===== config.mk =====
export PLATFORM = sky130hd
export DESIGN_NAME = kms_scanner
export DESIGN_NICKNAME = d
export VERILOG_FILES = /design/src/logic/kms_pkg.sv /design/src/logic/kms_buf2.sv /design/src/logic/kms_scanner.sv
export SDC_FILE = /design/constraint.sdc
export NUM_CORES = 1
export LEC_CHECK = 0
export CAP_MARGIN = 20
export CORE_MARGIN = 4
export CORE_UTILIZATION = 42
export CTS_CLUSTER_SIZE = 40
export DETAILED_ROUTE_END_ITERATION = 8
export DONT_BUFFER_PORTS = 1
export GPL_ROUTABILITY_DRIVEN = 1
export GPL_TIMING_DRIVEN = 0
export MAX_ROUTING_LAYER = met4
export PLACE_DENSITY_LB_ADDON = 0.3
export SETUP_SLACK_MARGIN = 0.4
export SLEW_MARGIN = 25
export SYNTH_ARGS = -nofsm -noshare
export SYNTH_HDL_FRONTEND = slang
export SYNTH_HIERARCHICAL = 1
export SYNTH_SLANG_ARGS = --single-unit

===== constraint.sdc =====
create_clock -name clk_sys -period 7.6 [get_ports clk_sys]
set_input_delay 0.38 -clock clk_sys [delete_from_list [all_inputs] [get_ports clk_sys]]
set_output_delay 0.38 -clock clk_sys [all_outputs]
set_load 0.03 [all_outputs]

===== src/logic/kms_pkg.sv =====
package kms_pkg;
  localparam int unsigned CLK_HZ = 50_000_000;
  localparam int unsigned SCAN_HZ = 30_000;
  localparam int unsigned SCAN_DIV = CLK_HZ / SCAN_HZ;
  localparam int unsigned RPT_HZ = 10;
  localparam int unsigned RPT_DIV = CLK_HZ / RPT_HZ;
  localparam int unsigned HOLD_MS = 1000;
  localparam int unsigned HOLD_CYC = CLK_HZ / 1000 * HOLD_MS;
  localparam int unsigned RKEY_MS = 12;
  localparam int unsigned RKEY_CYC = CLK_HZ / 1000 * RKEY_MS;
  localparam int unsigned RST_MS = 1000;
  localparam int unsigned RST_CYC = CLK_HZ / 1000 * RST_MS;
  localparam int unsigned CNT_W = 32;
  localparam int unsigned ROWS = 16;
  localparam int unsigned COLS = 8;
  localparam int unsigned CODE_W = 10;
  localparam logic [CODE_W-1:0] CODE_RST = 10'h000;
  localparam int unsigned SHIFT_BIT = 7;
  localparam int unsigned CTRL_BIT = 8;
  localparam int unsigned CAPS_BIT = 9;
  typedef enum logic [1:0] {
    KMS_IDLE = 2'b00,
    KMS_HELD = 2'b01,
    KMS_WAIT_REL = 2'b10
  } kms_scan_t;
endpackage


===== src/logic/kms_buf2.sv =====
`timescale 1ns/100ps
module kms_buf2 #(
  parameter int unsigned W = 10
) (
  input wire logic clk_sys,
  input wire logic nrst,
  input wire logic in_valid,
  output logic in_ready,
  input wire logic [W-1:0] in_data,
  output logic out_valid,
  input wire logic out_ready,
  output logic [W-1:0] out_data
);
  logic [W-1:0] mem_ff [2];
  logic [W-1:0] nxt_mem [2];
  logic wp_ff, nxt_wp, rp_ff, nxt_rp;
  logic [1:0] cnt_ff, nxt_cnt;
  logic [W-1:0] rd_ff, nxt_rd;
  logic push, pop;

  always_comb begin
    push = in_valid && (cnt_ff != 2'd2);
    pop = out_ready && (cnt_ff != 2'd0);
    nxt_mem = mem_ff;
    nxt_wp = wp_ff;
    nxt_rp = rp_ff;
    nxt_cnt = cnt_ff;
    if (push) begin
      nxt_mem[wp_ff] = in_data;
      nxt_wp = ~wp_ff;
    end
    if (pop) begin
      nxt_rp = ~rp_ff;
    end
    if (push && !pop) begin
      nxt_cnt = cnt_ff + 2'd1;
    end else if (pop && !push) begin
      nxt_cnt = cnt_ff - 2'd1;
    end
    // registered head; bypass when writing into an empty slot being read
    nxt_rd = nxt_mem[nxt_rp];
  end

  always_ff @(posedge clk_sys) begin
    if (!nrst) begin
      mem_ff[0] <= '0;
      mem_ff[1] <= '0;
      wp_ff <= 1'b0;
      rp_ff <= 1'b0;
      cnt_ff <= 2'd0;
      rd_ff <= '0;
    end else begin
      mem_ff <= nxt_mem;
      wp_ff <= nxt_wp;
      rp_ff <= nxt_rp;
      cnt_ff <= nxt_cnt;
      rd_ff <= nxt_rd;
    end
  end

  assign in_ready = (cnt_ff != 2'd2);
  assign out_valid = (cnt_ff != 2'd0);
  assign out_data = rd_ff;
endmodule // kms_buf2


===== src/logic/kms_scanner.sv =====
`timescale 1ns/100ps
module kms_scanner
  import kms_pkg::*;
(
  input wire logic clk_sys,
  input wire logic nrst,
  input wire logic [COLS-1:0] matrix_return_lines,
  input wire logic shift_key,
  input wire logic ctrl_key,
  input wire logic capitals_lock_key,
  input wire logic repeat_key,
  input wire logic reset_key,
  input wire logic host_ack,
  output logic [ROWS-1:0] row_drive_ff,
  output logic [3:0] scan_select_ff,
  output logic key_held_ff,
  output logic key_accepted_ff,
  output logic strobe_ff,
  output logic [CODE_W-1:0] code_ff,
  output logic proc_reset_ff
);
  ////////////////////////////////////////////////////////////////////////
  // timing sources
  logic [CNT_W-1:0] scan_cnt_ff, nxt_scan_cnt;
  logic [CNT_W-1:0] rpt_cnt_ff, nxt_rpt_cnt;
  logic scan_tick, rpt_tick;

  always_comb begin
    scan_tick = (scan_cnt_ff == CNT_W'(SCAN_DIV - 1));
    rpt_tick = (rpt_cnt_ff == CNT_W'(RPT_DIV - 1));
    nxt_scan_cnt = scan_tick ? '0 : scan_cnt_ff + 1'b1;
    nxt_rpt_cnt = rpt_tick ? '0 : rpt_cnt_ff + 1'b1;
  end

  always_ff @(posedge clk_sys) begin
    if (!nrst) begin
      scan_cnt_ff <= '0;
      rpt_cnt_ff <= '0;
    end else begin
      scan_cnt_ff <= nxt_scan_cnt;
      rpt_cnt_ff <= nxt_rpt_cnt;
    end
  end

  ////////////////////////////////////////////////////////////////////////
  // matrix scan and key-held tracking
  kms_scan_t st_ff, nxt_st;
  logic [3:0] nxt_sel;
  logic [ROWS-1:0] nxt_rows;
  logic [2:0] col_idx;
  logic col_hit;
  logic [6:0] key_ff, nxt_key;
  logic nxt_held;
  logic press;
  logic rescan;
  logic [CNT_W-1:0] rk_cnt_ff, nxt_rk_cnt;

  always_comb begin
    col_hit = 1'b0;
    col_idx = 3'd0;
    for (int i = COLS - 1; i >= 0; i--) begin
      if (!matrix_return_lines[i]) begin
        col_hit = 1'b1;
        col_idx = 3'(i);
      end
    end
  end

  always_comb begin
    nxt_st = st_ff;
    nxt_sel = scan_select_ff;
    nxt_key = key_ff;
    nxt_held = key_held_ff;
    press = 1'b0;
    // repeat key: 12 ms pulse train, each pulse forces a rescan read while a key is held (KMS_HELD)
    rescan = 1'b0;
    nxt_rk_cnt = '0;
    if (repeat_key) begin
      if (rk_cnt_ff == CNT_W'(RKEY_CYC - 1)) begin
        nxt_rk_cnt = '0;
        rescan = 1'b1;
      end else begin
        nxt_rk_cnt = rk_cnt_ff + 1'b1;
      end
    end
    if (scan_tick) begin
      case (st_ff)
        KMS_IDLE: begin
          if (col_hit) begin
            nxt_key = {scan_select_ff, col_idx};
            nxt_held = 1'b1;
            press = 1'b1;
            nxt_st = KMS_HELD;
          end else begin
            nxt_sel = scan_select_ff + 4'd1;
          end
        end
        KMS_HELD: begin
          // row stays driven so release is seen on the same line
          if (!matrix_return_lines[key_ff[2:0]]) begin
            nxt_held = 1'b1;
          end else begin
            nxt_held = 1'b0;
            nxt_st = KMS_IDLE;
          end
        end
        default: begin
          nxt_st = KMS_IDLE;
        end
      endcase
    end
    if (rescan && st_ff == KMS_HELD) begin
      press = 1'b1;
    end
    nxt_rows = {ROWS{1'b1}};
    nxt_rows[nxt_sel] = 1'b0;
  end

  always_ff @(posedge clk_sys) begin
    if (!nrst) begin
      st_ff <= KMS_IDLE;
      scan_select_ff <= 4'h0;
      row_drive_ff <= 16'hFFFE;
      key_ff <= 7'h00;
      key_held_ff <= 1'b0;
      rk_cnt_ff <= '0;
    end else begin
      st_ff <= nxt_st;
      scan_select_ff <= nxt_sel;
      row_drive_ff <= nxt_rows;
      key_ff <= nxt_key;
      key_held_ff <= nxt_held;
      rk_cnt_ff <= nxt_rk_cnt;
    end
  end

  ////////////////////////////////////////////////////////////////////////
  // holdoff and repeat gating
  logic [CNT_W-1:0] hold_cnt_ff, nxt_hold_cnt;
  logic rpt_fire;
  logic [CODE_W-1:0] word;

  always_comb begin
    nxt_hold_cnt = hold_cnt_ff;
    if (press && !rescan) begin
      nxt_hold_cnt = CNT_W'(HOLD_CYC);
    end else if (hold_cnt_ff != '0) begin
      nxt_hold_cnt = hold_cnt_ff - 1'b1;
    end
    rpt_fire = rpt_tick && (hold_cnt_ff == '0) && key_held_ff
               && (st_ff == KMS_HELD);
    word = '0;
    word[6:0] = key_ff;
    word[SHIFT_BIT] = shift_key;
    word[CTRL_BIT] = ctrl_key;
    word[CAPS_BIT] = capitals_lock_key;
    if (press) begin
      word[6:0] = nxt_key;
    end
  end

  always_ff @(posedge clk_sys) begin
    if (!nrst) begin
      hold_cnt_ff <= '0;
    end else begin
      hold_cnt_ff <= nxt_hold_cnt;
    end
  end

  ////////////////////////////////////////////////////////////////////////
  // code buffer: a stall by the host loses an event only when the buffer and the pending slot are both full
  logic buf_in_ready, buf_out_valid, buf_pop, buf_push;
  logic [CODE_W-1:0] buf_out_data, buf_word;

  // two events queue here, a third waits in the pending slot
  kms_buf2 #(.W(CODE_W)) u_buf (
    .clk_sys(clk_sys),
    .nrst(nrst),
    .in_valid(buf_push),
    .in_ready(buf_in_ready),
    .in_data(buf_word),
    .out_valid(buf_out_valid),
    .out_ready(buf_pop),
    .out_data(buf_out_data)
  );

  ////////////////////////////////////////////////////////////////////////
  // pending slot in front of the buffer
  logic evt;
  logic pend_ff, nxt_pend;
  logic [CODE_W-1:0] pend_word_ff, nxt_pend_word;

  always_comb begin
    evt = press || rpt_fire;
    nxt_pend = pend_ff;
    nxt_pend_word = pend_word_ff;
    buf_push = 1'b0;
    buf_word = word;
    if (pend_ff) begin
      // oldest first; an event arriving while full and pending is lost
      buf_word = pend_word_ff;
      if (buf_in_ready) begin
        buf_push = 1'b1;
        nxt_pend = evt;
        nxt_pend_word = word;
      end
    end else if (evt) begin
      if (buf_in_ready) begin
        buf_push = 1'b1;
      end else begin
        nxt_pend = 1'b1;
        nxt_pend_word = word;
      end
    end
  end

  always_ff @(posedge clk_sys) begin
    if (!nrst) begin
      pend_ff <= 1'b0;
      pend_word_ff <= CODE_RST;
    end else begin
      pend_ff <= nxt_pend;
      pend_word_ff <= nxt_pend_word;
    end
  end

  ////////////////////////////////////////////////////////////////////////
  // strobe latch toward the host port
  logic nxt_strobe, nxt_acc;
  logic [CODE_W-1:0] nxt_code;

  always_comb begin
    nxt_strobe = strobe_ff;
    nxt_acc = key_accepted_ff;
    nxt_code = code_ff;
    buf_pop = 1'b0;
    if (strobe_ff && host_ack) begin
      nxt_strobe = 1'b0;
      nxt_acc = 1'b1;
    end else if (!strobe_ff && buf_out_valid && !host_ack) begin
      // waiting for ack to fall keeps each strobe a distinct event
      nxt_strobe = 1'b1;
      nxt_code = buf_out_data;
      nxt_acc = 1'b0;
      buf_pop = 1'b1;
    end
  end

  always_ff @(posedge clk_sys) begin
    if (!nrst) begin
      strobe_ff <= 1'b0;
      key_accepted_ff <= 1'b0;
      code_ff <= CODE_RST;
    end else begin
      strobe_ff <= nxt_strobe;
      key_accepted_ff <= nxt_acc;
      code_ff <= nxt_code;
    end
  end

  ////////////////////////////////////////////////////////////////////////
  // reset key: must outlast a one second timer
  typedef enum logic [1:0] {
    KMS_RST_OFF = 2'b00,
    KMS_RST_TIMING = 2'b01,
    KMS_RST_FIRED = 2'b10
  } kms_rst_t;
  kms_rst_t rst_st_ff, nxt_rst_st;
  logic [CNT_W-1:0] rst_cnt_ff, nxt_rst_cnt;
  logic nxt_preset;

  always_comb begin
    nxt_rst_st = rst_st_ff;
    nxt_rst_cnt = rst_cnt_ff;
    nxt_preset = proc_reset_ff;
    case (rst_st_ff)
      KMS_RST_OFF: begin
        nxt_rst_cnt = '0;
        nxt_preset = 1'b0;
        if (reset_key) begin
          nxt_rst_cnt = CNT_W'(1);
          nxt_rst_st = KMS_RST_TIMING;
        end
      end
      KMS_RST_TIMING: begin
        if (!reset_key) begin
          // early release abandons the timer, no reset is issued
          nxt_rst_st = KMS_RST_OFF;
        end else if (rst_cnt_ff == CNT_W'(RST_CYC - 1)) begin
          nxt_preset = 1'b1;
          nxt_rst_st = KMS_RST_FIRED;
        end else begin
          nxt_rst_cnt = rst_cnt_ff + 1'b1;
        end
      end
      KMS_RST_FIRED: begin
        if (!reset_key) begin
          nxt_preset = 1'b0;
          nxt_rst_st = KMS_RST_OFF;
        end
      end
      default: begin
        nxt_preset = 1'b0;
        nxt_rst_st = KMS_RST_OFF;
      end
    endcase
  end

  always_ff @(posedge clk_sys) begin
    if (!nrst) begin
      rst_st_ff <= KMS_RST_OFF;
      rst_cnt_ff <= '0;
      proc_reset_ff <= 1'b0;
    end else begin
      rst_st_ff <= nxt_rst_st;
      rst_cnt_ff <= nxt_rst_cnt;
      proc_reset_ff <= nxt_preset;
    end
  end
endmodule // kms_scanner


Word level (Yosys, flattened, before mapping):

Index checks and enable logic that the tools add are counted.

* mux-type cells: 80
* $lt $le $gt $ge: 6
* equality and inequality tests: 18
* add/subtract/negate cells: 8
* bitwise gates (word level): 8
* reduce and logical (&&, ||, !) cells: 43

Operators with widths (number)
* 32-bit by 1-bit adder with 32-bit output (second input constant): 4
* 10-bit 2-to-1 mux: 9
* 32-bit 2-to-1 mux: 2
* 32-bit one-hot mux with 2 select lines: 1
* 26-bit 2-to-1 mux: 2
* 1-bit 2-to-1 mux: 34
* 32-bit by 11-bit equality test with 1-bit output (second input constant): 1
* 32-bit by 20-bit equality test with 1-bit output (second input constant): 1
* 32-bit by 23-bit equality test with 1-bit output (second input constant): 1
* 32-bit by 26-bit equality test with 1-bit output (second input constant): 1
* 32-bit zero test: 1
* 32-bit nonzero test: 1
* 32-bit by 1-bit subtractor with 32-bit output (second input constant): 1
* 7-bit 2-to-1 mux: 4
* 3-bit 2-to-1 mux: 8
* 20-bit bitwise mux: 1
* 20-bit 2-to-1 mux: 1
* 2-bit inequality test (second input constant): 9
* 3-bit AND reduction: 6
* 2-bit 2-to-1 mux: 8
* 16-bit NOT: 1
* 1-bit logical AND: 14
* 2-bit nonzero test: 7
* 4-bit 2-to-1 mux: 3
* 26 further kinds: 42

* flip-flop bits (word level): 250
* input bits: 16
* output and inout bits: 34

Longest topological paths before layout:

Gate-level depths: netlist of run 1.

* depth after elaboration: 20
* depth in mapped cells: 13
* mapped depth without buffers: 13

Cells and area by module:

The synthesis of run 1 kept the hierarchy.

By module, submodules not included
* kms_scanner: area each 9803.2 sq um, cells each 1123, instances 1, sequential area each 4304.1 sq um
* kms_buf2: area each 1288.7 sq um, cells each 133, instances 1, sequential area each 680.7 sq um

Least setup slack after synthesis of run 1:

OpenSTA, ideal clock, no wires.

* path kind: register to register
* from: register hold_cnt_ff[8]
* to: register u_buf.cnt_ff[1]
* clock period less this slack: 2.789 ns
* setup time: 0.070 ns
* slack: 4.811 ns
* data required time: 7.530 ns
* arrival time: 2.719 ns
* cell stages (with the launch flop): 11
* buffers on the path: 0
* cells stage by stage: dfxtp_1 > or4_4 > nor4b_4 > nand2_1 > o31ai_1 > a21o_1 > o21a_1 > and2_1 > ha_1 > or3_1 > a21oi_1

* longest elaborated chain between the ends: 11
* elaborated cells between the ends (all ways): 13

RTL lines
* start, declared: line kms_scanner.sv:139 `logic [CNT_W-1:0] hold_cnt_ff, nxt_hold_cnt;`
* start signal, assigned: line kms_scanner.sv:166 `hold_cnt_ff <= nxt_hold_cnt;`
* 32-bit zero test (*): line kms_scanner.sv:150 `rpt_fire = rpt_tick && (hold_cnt_ff == '0) && key_held_ff`
* 1-bit logical AND (*) (2 in series): line kms_scanner.sv:150
* 1-bit logical AND (*): line kms_scanner.sv:151 `&& (st_ff == KMS_HELD);`
* 1-bit logical OR (*): line kms_scanner.sv:194 `evt = press || rpt_fire;`
* 1-bit 2-to-1 mux (*): line kms_scanner.sv:207 `end else if (evt) begin`
* 1-bit 2-to-1 mux (*): line kms_scanner.sv:199 `if (pend_ff) begin`
* net buf_push: line kms_scanner.sv:172 `logic buf_in_ready, buf_out_valid, buf_pop, buf_push;`
* 1-bit logical AND (*): line kms_buf2.sv:22 `push = in_valid && (cnt_ff != 2'd2);`
* net u_buf.push: line kms_buf2.sv:19 `logic push, pop;`
* 1-bit zero test: line kms_buf2.sv:37 `end else if (pop && !push) begin`
* 1-bit logical AND: line kms_buf2.sv:37
* 2-bit nonzero test (no line)
* end signal, assigned: line kms_buf2.sv:56 `cnt_ff <= nxt_cnt;`
* end, declared: line kms_buf2.sv:17 `logic [1:0] cnt_ff, nxt_cnt;`

Mark *: on every way through the listed nets, which the timed path passes. The rest lies on a longest branch.
A chain may end at the register's enable or synchronous reset.

Worst setup path after layout of run 1:

* from: register hold_cnt_ff[8]
* to: register u_buf.rd_ff[1] (netlist: u_buf/out_data[1])

* longest elaborated chain between the ends: 12

RTL lines
* 32-bit zero test: line kms_scanner.sv:150
* 1-bit logical AND (2 in series): line kms_scanner.sv:150
* 1-bit logical AND: line kms_scanner.sv:151
* 1-bit logical OR: line kms_scanner.sv:194
* 1-bit 2-to-1 mux: line kms_scanner.sv:207
* 1-bit 2-to-1 mux: line kms_scanner.sv:199
* net buf_push: line kms_scanner.sv:172
* 1-bit logical AND: line kms_buf2.sv:22
* 20-bit 2-to-1 mux: line kms_buf2.sv:28 `if (push) begin`
* 10-bit 2-to-1 mux (implied by the code) (3 in series): line kms_buf2.sv:41 `nxt_rd = nxt_mem[nxt_rp];`
* end signal, assigned: line kms_buf2.sv:57 `rd_ff <= nxt_rd;`
* end, declared: line kms_buf2.sv:18 `logic [W-1:0] rd_ff, nxt_rd;`

The timed path passes the listed nets, and every way through them passes these cells. The select of a mux whose other input is x is not followed.

==> metrics.txt, run 1 <==
outcome complete, no violations; width of the chip 171 um; floorplan core area 26000 um^2; post-cts repair resize count 0; area of the mapped netlist 11100 um^2; half-perimeter wire length of the detailed placement result 16.5 mm; Port Buf Inserts 0; total number of nets in the final design 1316; global routing usage summed across all routing layers 16.6%; proportion of synthesized flip-flops having asynchronous set or reset 0%; Area growth syn-to-layout 12.3%; worst min-delay path endpoint key_accepted_ff$_SDFFE_PN0P_; vias after detailed routing 8685; stage delay of the slowest cell on the critical path 550 ps; Max Cap Violations 0; Cells after DPL 1591; instance count along the most critical hold path 2; number of DRC violations after detailed-routing iteration 0 443; list of most frequent post-synthesis cells 249 x dfxtp_1, 226 x nor2_1, 89 x xor2_1; Setup Crit Path Kind reg2reg; count of unresolved DRC violations after routing 0; Crit path top cell by count a211oi_1; total congestion overflow 0; total chip power 0.00335 W; accumulated negative setup slack 0 ps; Worst Reg-to-Reg Cells 11; reg2reg setup slack 4010 ps; Clock Path Buffers 3; Area contributors post-synth dfxtp_1 45%, nor2_1 7.6%, xor2_1 7.0%; Crit-path slowest cell or4_4; CP Max Fanout 10; layout cell share with drive strength beyond 1 7.71%; met2 Usage GRT 25.2%; height of the chip 171 um; Yosys top cell by area dfxtp_1; setup clock skew after layout 20.0 ps; count of placed standard cells in the final layout, fillers left out 1645; cell chosen for the clock root clkbuf_16; Post-synth top flop dfxtp_1; final hold slack 25.1 ps; maximum vdd drop 0.201 mV; path class of the lowest-slack min-delay path in2reg; final weighted congestion in routability-driven placement 0.870; final core utilization 47.9%; clock network latency to the later pin of the worst-skew pair 540 ps; detailed-routing iteration count for the pre-antenna-repair pass 5; gr busiest metal met2; Synthesized Nets 1281; capture instance of the worst register-to-register path u_buf/out_data[1]$_SDFF_PN0_; area share of the largest cell type after synthesis 44.9%; worst slew pin tran 776 ps; Synth Register Bits 249; number of ports placed on the die boundary 50; P_leak 4.38 nW; met3 Track Usage GR 3.72%; buffer and inverter count on the worst path 1; number of warnings printed during yosys synthesis 6; startpoint of the worst register-to-register path hold_cnt_ff[8]$_SDFFE_PP0P_; top-count cell post-synth dfxtp_1; floorplan die area 29100 um^2; headroom to the max-slew limit 48.3%; pin count of the biggest net entering global routing 15; distinct cell type count of the synthesized netlist 70; timing-limited maximum frequency 279 MHz; unrepaired setup endpoints after global routing false; first-pass GRT wire length 40.0 mm; diode insertion count for antenna repair 0; CTS tree done; number of flops mapped to enable cells by yosys 0; row cnt 59; fraction of the cycle the final worst path needs 47.2%; Max Slew Vio Count 0; sequential share of the synthesized area 44.9%; kind of launch point of the worst setup path flop; filler cell count 2508; critical path, cell by cell or4_4 -> nor4b_4 -> nand2_1 -> o31ai_1 -> a21o_1 -> o21a_1 -> nor2b_1 -> clkbuf_1 -> and3_1 -> a211oi_1 -> a211oi_1; DRT antenna net count 0; Avg Inst Size Synth 8.83 um^2; CTS H-tree lvls 1; Routed wire per std cell 14.3 um; Clk pin slew, worst setup/hold paths 60 ps; arrival time reported for the critical path endpoint 4000 ps; type of destination of the critical path flop; power per cell area 269 nW/um^2; gate count after technology mapping 1256; effective utilization at floorplan 42.7%; required arrival time at the worst endpoint 8010 ps; initial antenna violation count 0; top cell family by delay on the critical path simple AND/OR/NAND/NOR gates; via count normalized by instance count 5.28; number of sinks handled by clock tree synthesis 249; number of CTS-inserted buffers 27; hold wc startpoint host_ack; final setup violation count 0; vias in the first global route 8223; total routed wirelength 23.5 mm; crit path time final 3590 ps; met1 routing resource usage after global routing 22.7%; final-report hold violation count 0
[metrics by stage]
step / worst slack (ps) / cell area, um^2
finish: 4010 / 12500
global route: 3800 / 12500
CTS: 4080 / 12500
detailed placement: 4120 / 11500
global placement: 4090 / 11500
floorplan: 4810 / 11100
[power breakdown]
group	switching (W)	internal (W)	total, W
registers	0.0000798	0.00138	0.00146
logic	0.000317	0.000285	0.000602
clock network	0.000526	0.000755	0.00128
total	0.000923	0.00242	0.00335
[kinds of logic after synthesis]
kind of cell,Yosys count,share of synthesized area [%]
muxes,49,4.76
xor gates and xnor gates,146,11.5
buffers and inverters,76,2.79
DFF,249,44.9
adders and majority gates,10,1.11
and+or+nand+nor,620,28.9
AOI/OAI and AO/OA,106,5.99
[flip-flops by register name, summed over array words and instances (netlist names), 2 cells and up]
name / count
u_buf/mem_ff: 20
pend_word_ff: 10
scan_cnt_ff: 32
u_buf/out_data: 10
hold_cnt_ff: 32
rst_cnt_ff: 32
u_buf/cnt_ff: 2
rpt_cnt_ff: 32
rst_st_ff: 2
key_ff: 7
row_drive_ff: 16
rk_cnt_ff: 32
code_ff: 10
scan_select_ff: 4
[area by class of cell]
type | instances | area (um^2) | area share, %
clock buffer | 37 | 783 | 6.29
timing repair buffer | 6 | 60.1 | 0.482
inverter | 28 | 105 | 0.844
sequential | 249 | 4980 | 40.0
tap | 335 | 419 | 3.37
buffer | 48 | 204 | 1.64
clock inverter | 11 | 100 | 0.804
multi-input combinational | 931 | 5800 | 46.6
[metal layers]
metal | up-vias | share of wire [%]
li1 | 4429 | -
met1 | 4070 | 49
met2 | 157 | 43
met3 | 29 | 6.2
met4 | 0 | 1.8
met5 | - | 0
[worst max-delay path by stage]
stage / startpoint / end / slack [ps] / cells past startpoint
after floorplan: hold_cnt_ff[8]$_SDFFE_PP0P_ / u_buf/cnt_ff[1]$_SDFFE_PN0P_ / 4810 / 10
after global placement: hold_cnt_ff[8]$_SDFFE_PP0P_ / u_buf/out_data[2]$_SDFF_PN0_ / 4090 / 11
after detailed placement: hold_cnt_ff[8]$_SDFFE_PP0P_ / u_buf/out_data[2]$_SDFF_PN0_ / 4120 / 11
after CTS: hold_cnt_ff[8]$_SDFFE_PP0P_ / u_buf/out_data[2]$_SDFF_PN0_ / 4080 / 11
after global routing: rpt_cnt_ff[0]$_SDFF_PP0_ / u_buf/out_data[2]$_SDFF_PN0_ / 3800 / 11
final: hold_cnt_ff[8]$_SDFFE_PP0P_ / u_buf/out_data[1]$_SDFF_PN0_ / 4010 / 11
[cell usage in the layout (no fill, tap or decap), drive strengths merged, types with 14 or more instances in the layout]
cell type,count
a211oi,21
a21oi,37
and3,45
clkbuf,73
dfxtp,249
inv,30
mux2i,37
nand2,87
nand2b,14
nand3,62
nand4,34
nor2,227
nor3,28
nor4,28
nor4b,14
o21ai,21
xnor2,57
xor2,89
[what timing repair did]
item,CTS,global route
hold buffers,6,0
setup buffers,0,0
endpoints found under the hold margin,6,0
No activity file was read; power rests on OpenSTA's default activity.
==> run 2, diff against run 1 <==
--- a/config.mk
+++ b/config.mk
@@ -5,6 +5,7 @@
 export SDC_FILE = /design/constraint.sdc
 export NUM_CORES = 1
 export LEC_CHECK = 0
+export ABC_AREA = 1
 export CAP_MARGIN = 20
 export CORE_MARGIN = 4
 export CORE_UTILIZATION = 42
==> constraint.sdc (replaced) <==
create_clock -name clk_sys -period 3.8 [get_ports clk_sys]
set_input_delay 0.19 -clock clk_sys [delete_from_list [all_inputs] [get_ports clk_sys]]
set_output_delay 0.19 -clock clk_sys [all_outputs]
set_load 0.03 [all_outputs]
==> run 2 against run 1 <==
- worst hold slack better by 16 ps
- core utilization about the same
- cell count up 57%
- sequential share of layout area down 7.3 points
- count of clock-buffer cells in the layout down 5
- critical path type unchanged
- highest routed layer unchanged
- sequential power up 97%
- die area up 22%
==> metrics.txt, run 2 <==
accumulated negative setup slack 0 ps (unchanged); count of placed standard cells in the final layout, fillers left out 2577 (+57%); Synthesized Nets 2108 (+65%); Setup Crit Path Kind reg2reg; outcome complete, no violations; worst slew pin tran 648 ps (-128 ps); Max Slew Vio Count 0 (unchanged); half-perimeter wire length of the detailed placement result 26.6 mm (+61%); floorplan die area 35400 um^2 (+22%); gate count after technology mapping 2083 (+66%); CTS tree done; Yosys top cell by area dfxtp_1; unrepaired setup endpoints after global routing false; DRT antenna net count 0 (unchanged); crit path time final 3050 ps (-539 ps); commonest cells after routing, fill and taps aside 548 x nand2_1, 358 x nor2_1, 249 x dfxtp_1, 226 x inv_1, 137 x a21oi_1; Post-synth top flop dfxtp_1; layout cell share with drive strength beyond 1 9.48% (+1.8 points); floorplan core area 31800 um^2 (+22%); total congestion overflow 0 (unchanged); number of warnings printed during yosys synthesis 6 (unchanged); cell chosen for the clock root clkbuf_16; list of most frequent post-synthesis cells 548 x nand2_1, 360 x nor2_1, 249 x dfxtp_1; proportion of synthesized flip-flops having asynchronous set or reset 0% (unchanged); P_leak 6.05 nW (+38%); final core utilization 47.9% (about the same); area share of the largest cell type after synthesis 36.6% (-8.3 points); Area contributors post-synth dfxtp_1 37%, nand2_1 15%, nor2_1 9.9%; global routing usage summed across all routing layers 20.2% (+3.7 points); final setup violation count 0 (unchanged); first-pass GRT wire length 59.3 mm (+48%); filler cell count 3244 (+29%); total routed wirelength 35.2 mm (+50%); row cnt 65 (+10%); CTS H-tree lvls 1 (unchanged); distinct cell type count of the synthesized netlist 49 (-30%); arrival time reported for the critical path endpoint 3560 ps (-440 ps); Max Cap Violations 0 (unchanged); final-report hold violation count 0 (unchanged); total number of nets in the final design 2146 (+63%); Synth Register Bits 249 (unchanged); Port Buf Inserts 0 (unchanged); power per cell area 480 nW/um^2 (+79%); Routed wire per std cell 13.7 um (-4.5%); type of destination of the critical path flop; final weighted congestion in routability-driven placement 0.959 (+10%); total chip power 0.00731 W (+120%); width of the chip 188 um (+10%); maximum vdd drop 0.422 mV (+110%); Clk pin slew, worst setup/hold paths 60 ps (about the same); number of setup buffers added after CTS 0 (unchanged); CP Max Fanout 10 (unchanged); initial antenna violation count 1 (+1); height of the chip 188 um (+10%); via count normalized by instance count 5.03 (-4.7%); number of ports placed on the die boundary 50 (unchanged); count of unresolved DRC violations after routing 0 (unchanged); Clock Path Buffers 3 (unchanged); sequential share of the synthesized area 36.6% (-8.3 points); kind of launch point of the worst setup path flop; Area growth syn-to-layout 11.9%; vias in the first global route 12200 (+49%); number of sinks handled by clock tree synthesis 249 (unchanged); most frequent standard cell in the layout excluding fill and tap cells nand2_1; pin count of the biggest net entering global routing 15 (unchanged); top-count cell post-synth nand2_1; final setup margin 752 ps (-3260 ps); Avg Inst Size Synth 6.54 um^2 (-26%); timing-limited maximum frequency 328 MHz (+18%); required arrival time at the worst endpoint 4320 ps (-3690 ps); area of the mapped netlist 13600 um^2 (+23%); detailed-routing iteration count for the pre-antenna-repair pass 5 (unchanged); effective utilization at floorplan 42.8% (+0.14 points); headroom to the max-slew limit 56.7% (+8.5 points); Cells after DPL 2518 (+58%); worst slack, placed 692 ps (-3430 ps); vias after detailed routing 13000 (+49%); number of DRC violations after detailed-routing iteration 0 849 (+92%); path class of the lowest-slack min-delay path in2reg; number of CTS-inserted buffers 27 (unchanged); setup clock skew after layout 26.2 ps (+6.22 ps); number of flops mapped to enable cells by yosys 0 (unchanged); fraction of the cycle the final worst path needs 80.2% (+33 points); clock network latency to the later pin of the worst-skew pair 580 ps (+40 ps)
run 2: changes by cell type in the layout (fill, tap and decap cells not counted), sizes merged, moves of 31 or more:
cell and delta:
nand2 +483, nand3 +46, xnor2 -35, nor2 +159
nor3 +48, inv +210, and3 -42, xor2 -49
a21oi +112, mux2i -37, o21ai +31
run 2: routing by layer:
layer  track usage, %  part of all wire, %
met1             26.4                   47
met2             33.5                   46
met3             3.28                  4.3
met4             3.95                  2.2
met5                -                    0
run 2: what timing repair did:
action / 4_1_cts / 5_1_grt
endpoints found under the setup margin: 0 / 1
endpoints found under the hold margin: 49 / 0
hold buffers: 9 / 0
resized for setup: 0 / 3
run 2: kinds of logic after synthesis:
logic type | share of synthesized area [%]
xor+xnor | 3.99
flops | 36.6
buf+inv | 8.79
fa+ha+maj | 0.827
simple gates | 41.1
compound gates | 8.65
run 2: per-stage QoR:
stage / hold slack [ps] / area, um^2
final: 41.5 / 15200
after global routing: 64.6 / 15200
after CTS: 28.2 / 15200
after detailed placement: 272 / 14200
after global placement: 270 / 14200
after floorplan: 269 / 13600
run 2: cell type report:
cell class / count / area [um^2] / share of cell area [%]
Tap cell: 435 / 544 / 3.57
Inverter: 242 / 908 / 5.96
Timing Repair Buffer: 9 / 90.1 / 0.591
Sequential cell: 249 / 4980 / 32.7
Buffer: 53 / 292 / 1.91
Antenna cell: 1 / 2.50 / 0.0164
Clock inverter: 17 / 238 / 1.56
Clock buffer: 32 / 744 / 4.88
Multi-Input combinational cell: 1539 / 7440 / 48.8
run 2: worst paths after layout:
kind / startpoint / endpoint / slack, ps / depth (start not counted)
worst max-delay path: hold_cnt_ff[0]$_SDFFE_PP0P_ / u_buf/cnt_ff[1]$_SDFFE_PN0P_ / 750 / 20
worst min-delay path: nrst / code_ff[4]$_SDFFE_PN0P_ / 40 / 3
worst min register to register: u_buf/out_data[1]$_SDFF_PN0_ / code_ff[1]$_SDFFE_PN0P_ / 450 / 2
worst max register to register: hold_cnt_ff[0]$_SDFFE_PP0P_ / u_buf/cnt_ff[1]$_SDFFE_PN0P_ / 750 / 20
run 2: power by group:
| part | internal, W | switching, W | total, W |
|---|---|---|---|
| clock | 0.00174 | 0.00114 | 0.00288 |
| combinational | 0.000549 | 0.00101 | 0.00156 |
| sequential | 0.00274 | 0.000129 | 0.00287 |
| total | 0.00504 | 0.00228 | 0.00731 |
run 2: critical path, cell delays in order (launching register included):
cell and delay (ps):
dfxtp_1 320, inv_1 200, ha_1 230, nand2_1 60
nor2_1 120, nand2_1 80, nor2_2 190, nand4_1 160
nand3_2 180, buf_6 170, nand2_1 60, inv_1 60
inv_1 50, a21oi_2 150, clkbuf_4 250, ha_1 280
a21oi_1 110, o21ai_0 120, nand2_1 80, nand2_1 50
nor2_1 80
==> run 3, diff against run 2 <==
==> constraint.sdc (replaced) <==
create_clock -name clk_sys -period 2.71 [get_ports clk_sys]
set_input_delay 0.1355 -clock clk_sys [delete_from_list [all_inputs] [get_ports clk_sys]]
set_output_delay 0.1355 -clock clk_sys [all_outputs]
set_load 0.03 [all_outputs]
==> run 3 against run 2 <==
- the flow now finishes with violations (hold timing)
- global-route usage barely moved
- cell area rose by 2.3%
- sequential cell count did not move
==> metrics.txt, run 3 (synthesized netlist as in run 2, its figures left out) <==
kind of launch point of the worst setup path flop; CP Max Fanout 10 (unchanged); number of sinks handled by clock tree synthesis 249 (unchanged); floorplan core area 31800 um^2 (unchanged); effective utilization at floorplan 42.8% (unchanged); timing-limited maximum frequency 411 MHz (+25%); total congestion overflow 0 (unchanged); floorplan die area 35400 um^2 (unchanged); reg2reg setup slack 270 ps (-480 ps); vias in the first global route 12400 (+1.5%); vias after detailed routing 13100 (+0.69%); critical path, cell by cell ha_4 -> nand2_4 -> nor2_4 -> inv_2 -> nor2_2 -> nand2_2 -> buf_4 -> buf_4 -> buf_4 -> buf_4 -> buf_4 -> o21ai_1 -> buf_2 -> nor3_1; arrival time reported for the critical path endpoint 2870 ps (-690 ps); number of ports placed on the die boundary 50 (unchanged); path class of the lowest-slack min-delay path in2reg; cell chosen for the clock root clkbuf_16; power per cell area 661 nW/um^2 (+38%); failing checks hold timing; commonest cells after routing, fill and taps aside 540 x nand2_1, 346 x nor2_1, 236 x dfxtp_1, 219 x inv_1, 135 x a21oi_1; via count normalized by instance count 5.02 (-0.27%); stage delay of the slowest cell on the critical path 360 ps (+40 ps); Clk pin slew, worst setup/hold paths 60 ps (about the same); worst slack, placed -134 ps (-825 ps); Max Slew Vio Count 0 (unchanged); width of the chip 188 um (unchanged); most frequent standard cell in the layout excluding fill and tap cells nand2_1; Crit-path slowest cell o21ai_1; Crit path top cell by count buf_4; final setup violation count 0 (unchanged); area of the multi-input gates 7600 um^2 (+2.2%); Routed wire per std cell 13.6 um (-0.62%); final-report hold violation count 20 (+20); type of destination of the critical path flop; CTS tree done; fraction of the cycle the final worst path needs 89.9% (+9.7 points); number of CTS-inserted buffers 27 (unchanged); setup clock skew after layout 19.8 ps (-6.44 ps); dpl cell area 14200 um^2 (+0.49%); crit path time final 2440 ps (-612 ps); Worst Setup SP rpt_cnt_ff[1]$_SDFF_PP0_; CTS H-tree lvls 1 (unchanged); detailed-routing iteration count for the pre-antenna-repair pass 5 (unchanged); endpoint of the most critical setup path rpt_cnt_ff[31]$_SDFF_PP0_; worst slew pin tran 569 ps (-79.2 ps); unrepaired setup endpoints after global routing true; diode insertion count for antenna repair 0 (-1); initial antenna violation count 1 (unchanged); number of DRC violations after detailed-routing iteration 0 810 (-4.6%); Worst Reg-to-Reg Cells 14 (-30%); startpoint of the worst register-to-register path rpt_cnt_ff[1]$_SDFF_PP0_; number of buffers inserted by hold repair at cts 13 (+4); final setup margin 274 ps (-478 ps); final weighted congestion in routability-driven placement 0.949 (-1.0%); Area growth syn-to-layout 14.6%; row cnt 65 (unchanged); Setup Crit Path Kind reg2reg; total number of nets in the final design 2172 (+1.2%); final hold slack -276 ps (-318 ps); Clock Path Buffers 3 (unchanged); required arrival time at the worst endpoint 3140 ps (-1180 ps); P_leak 6.21 nW (+2.7%); height of the chip 188 um (unchanged); accumulated negative setup slack 0 ps (unchanged); final std cell area, no fill 15600 um^2 (+2.3%); outcome finished, violations left; Max Cap Violations 0 (unchanged); filler cell count 3222 (-0.68%); count of unresolved DRC violations after routing 0 (unchanged); first-pass GRT wire length 59.9 mm (+1.0%); maximum vdd drop 0.477 mV (+13%); pin count of the biggest net entering global routing 15 (unchanged); clock network latency to the later pin of the worst-skew pair 570 ps (about the same); total chip power 0.0103 W (+41%); headroom to the max-slew limit 61.7% (+5.0 points); final core utilization 49.1% (+1.1 points); area taken by flip-flops and latches 5000 um^2 (+0.38%); Port Buf Inserts 0 (unchanged); capture instance of the worst register-to-register path rpt_cnt_ff[31]$_SDFF_PP0_; total routed wirelength 35.4 mm (+0.34%); layout cell share with drive strength beyond 1 12.6% (+3.1 points); global routing usage summed across all routing layers 20.2% (about the same); half-perimeter wire length of the detailed placement result 26.4 mm (-0.69%); DRT antenna net count 0 (unchanged)
run 3: cell types whose count changed in the layout (fill, tap and decap cells not counted), sizes merged:
cell         previous run  this run
buf                    35        57
dlygate4sd3             9        13
clkbuf                 50        52
bufinv                  5         4
clkinv                 12        11
clkinvlp                2         1
diode                   1         0
inv                   240       241
run 3: how the worst min path moves through the flow:
stage	from	endpoint	cells after the start	slack, ps
6_report	nrst	u_buf/mem_ff[15]$_SDFF_PN0_	2	-280
5_1_grt	nrst	u_buf/mem_ff[15]$_SDFF_PN0_	2	-290
4_1_cts	nrst	u_buf/mem_ff[14]$_SDFF_PN0_	2	-300
3_5_place_dp	host_ack	strobe_ff$_SDFFE_PP0P_	1	220
3_3_place_gp	host_ack	strobe_ff$_SDFFE_PP0P_	1	220
2_1_floorplan	host_ack	strobe_ff$_SDFFE_PP0P_	1	210
run 3: per-stage QoR:
step	instances	hold WS, ps
after floorplan	2083	215
after global routing	2602	-294
after detailed placement	2518	219
after CTS	2597	-297
after global placement	2518	215
final	2602	-276
run 3: metal layers:
metal,GRT usage (%),vias to the layer above,part of all wire [%]
li1,-,6760,-
met1,26.3,5975,48
met2,33.2,255,46
met3,3.33,64,4.5
met4,4.60,0,2.4
met5,-,-,0
run 3: area by class of cell:
type | instances | share of cell area (%)
inverter | 242 | 5.82
buffer | 53 | 1.92
clock inverter | 15 | 1.26
multi-input combinational | 1539 | 48.7
tap | 435 | 3.49
clock buffer | 34 | 4.76
sequential | 249 | 32.1
timing repair buffer | 35 | 1.94
run 3: timing repair:
action	in CTS	in global routing
buffers inserted	17	5
gates resized for setup	28	27
gates cloned	0	0
endpoints found under the hold margin	68	20
endpoints found under the setup margin	32	77
pin swaps	17	13
run 3: critical path, delay by kind of cell (launching register included):
family	cells	cell delay [ps]
AOI/OAI and AO/OA	1	360
adders and majority gates	1	150
buffers and inverters	7	1010
DFF	1	350
and+or+nand+nor	5	450
run 3: where the power goes:
group          leakage, nW  internal, W  switching (W)  total [W]
clock                0.467      0.00233        0.00156    0.00389
combinational         3.73     0.000887        0.00151    0.00239
sequential            2.02      0.00385       0.000184    0.00403
total                 6.21      0.00706        0.00325     0.0103
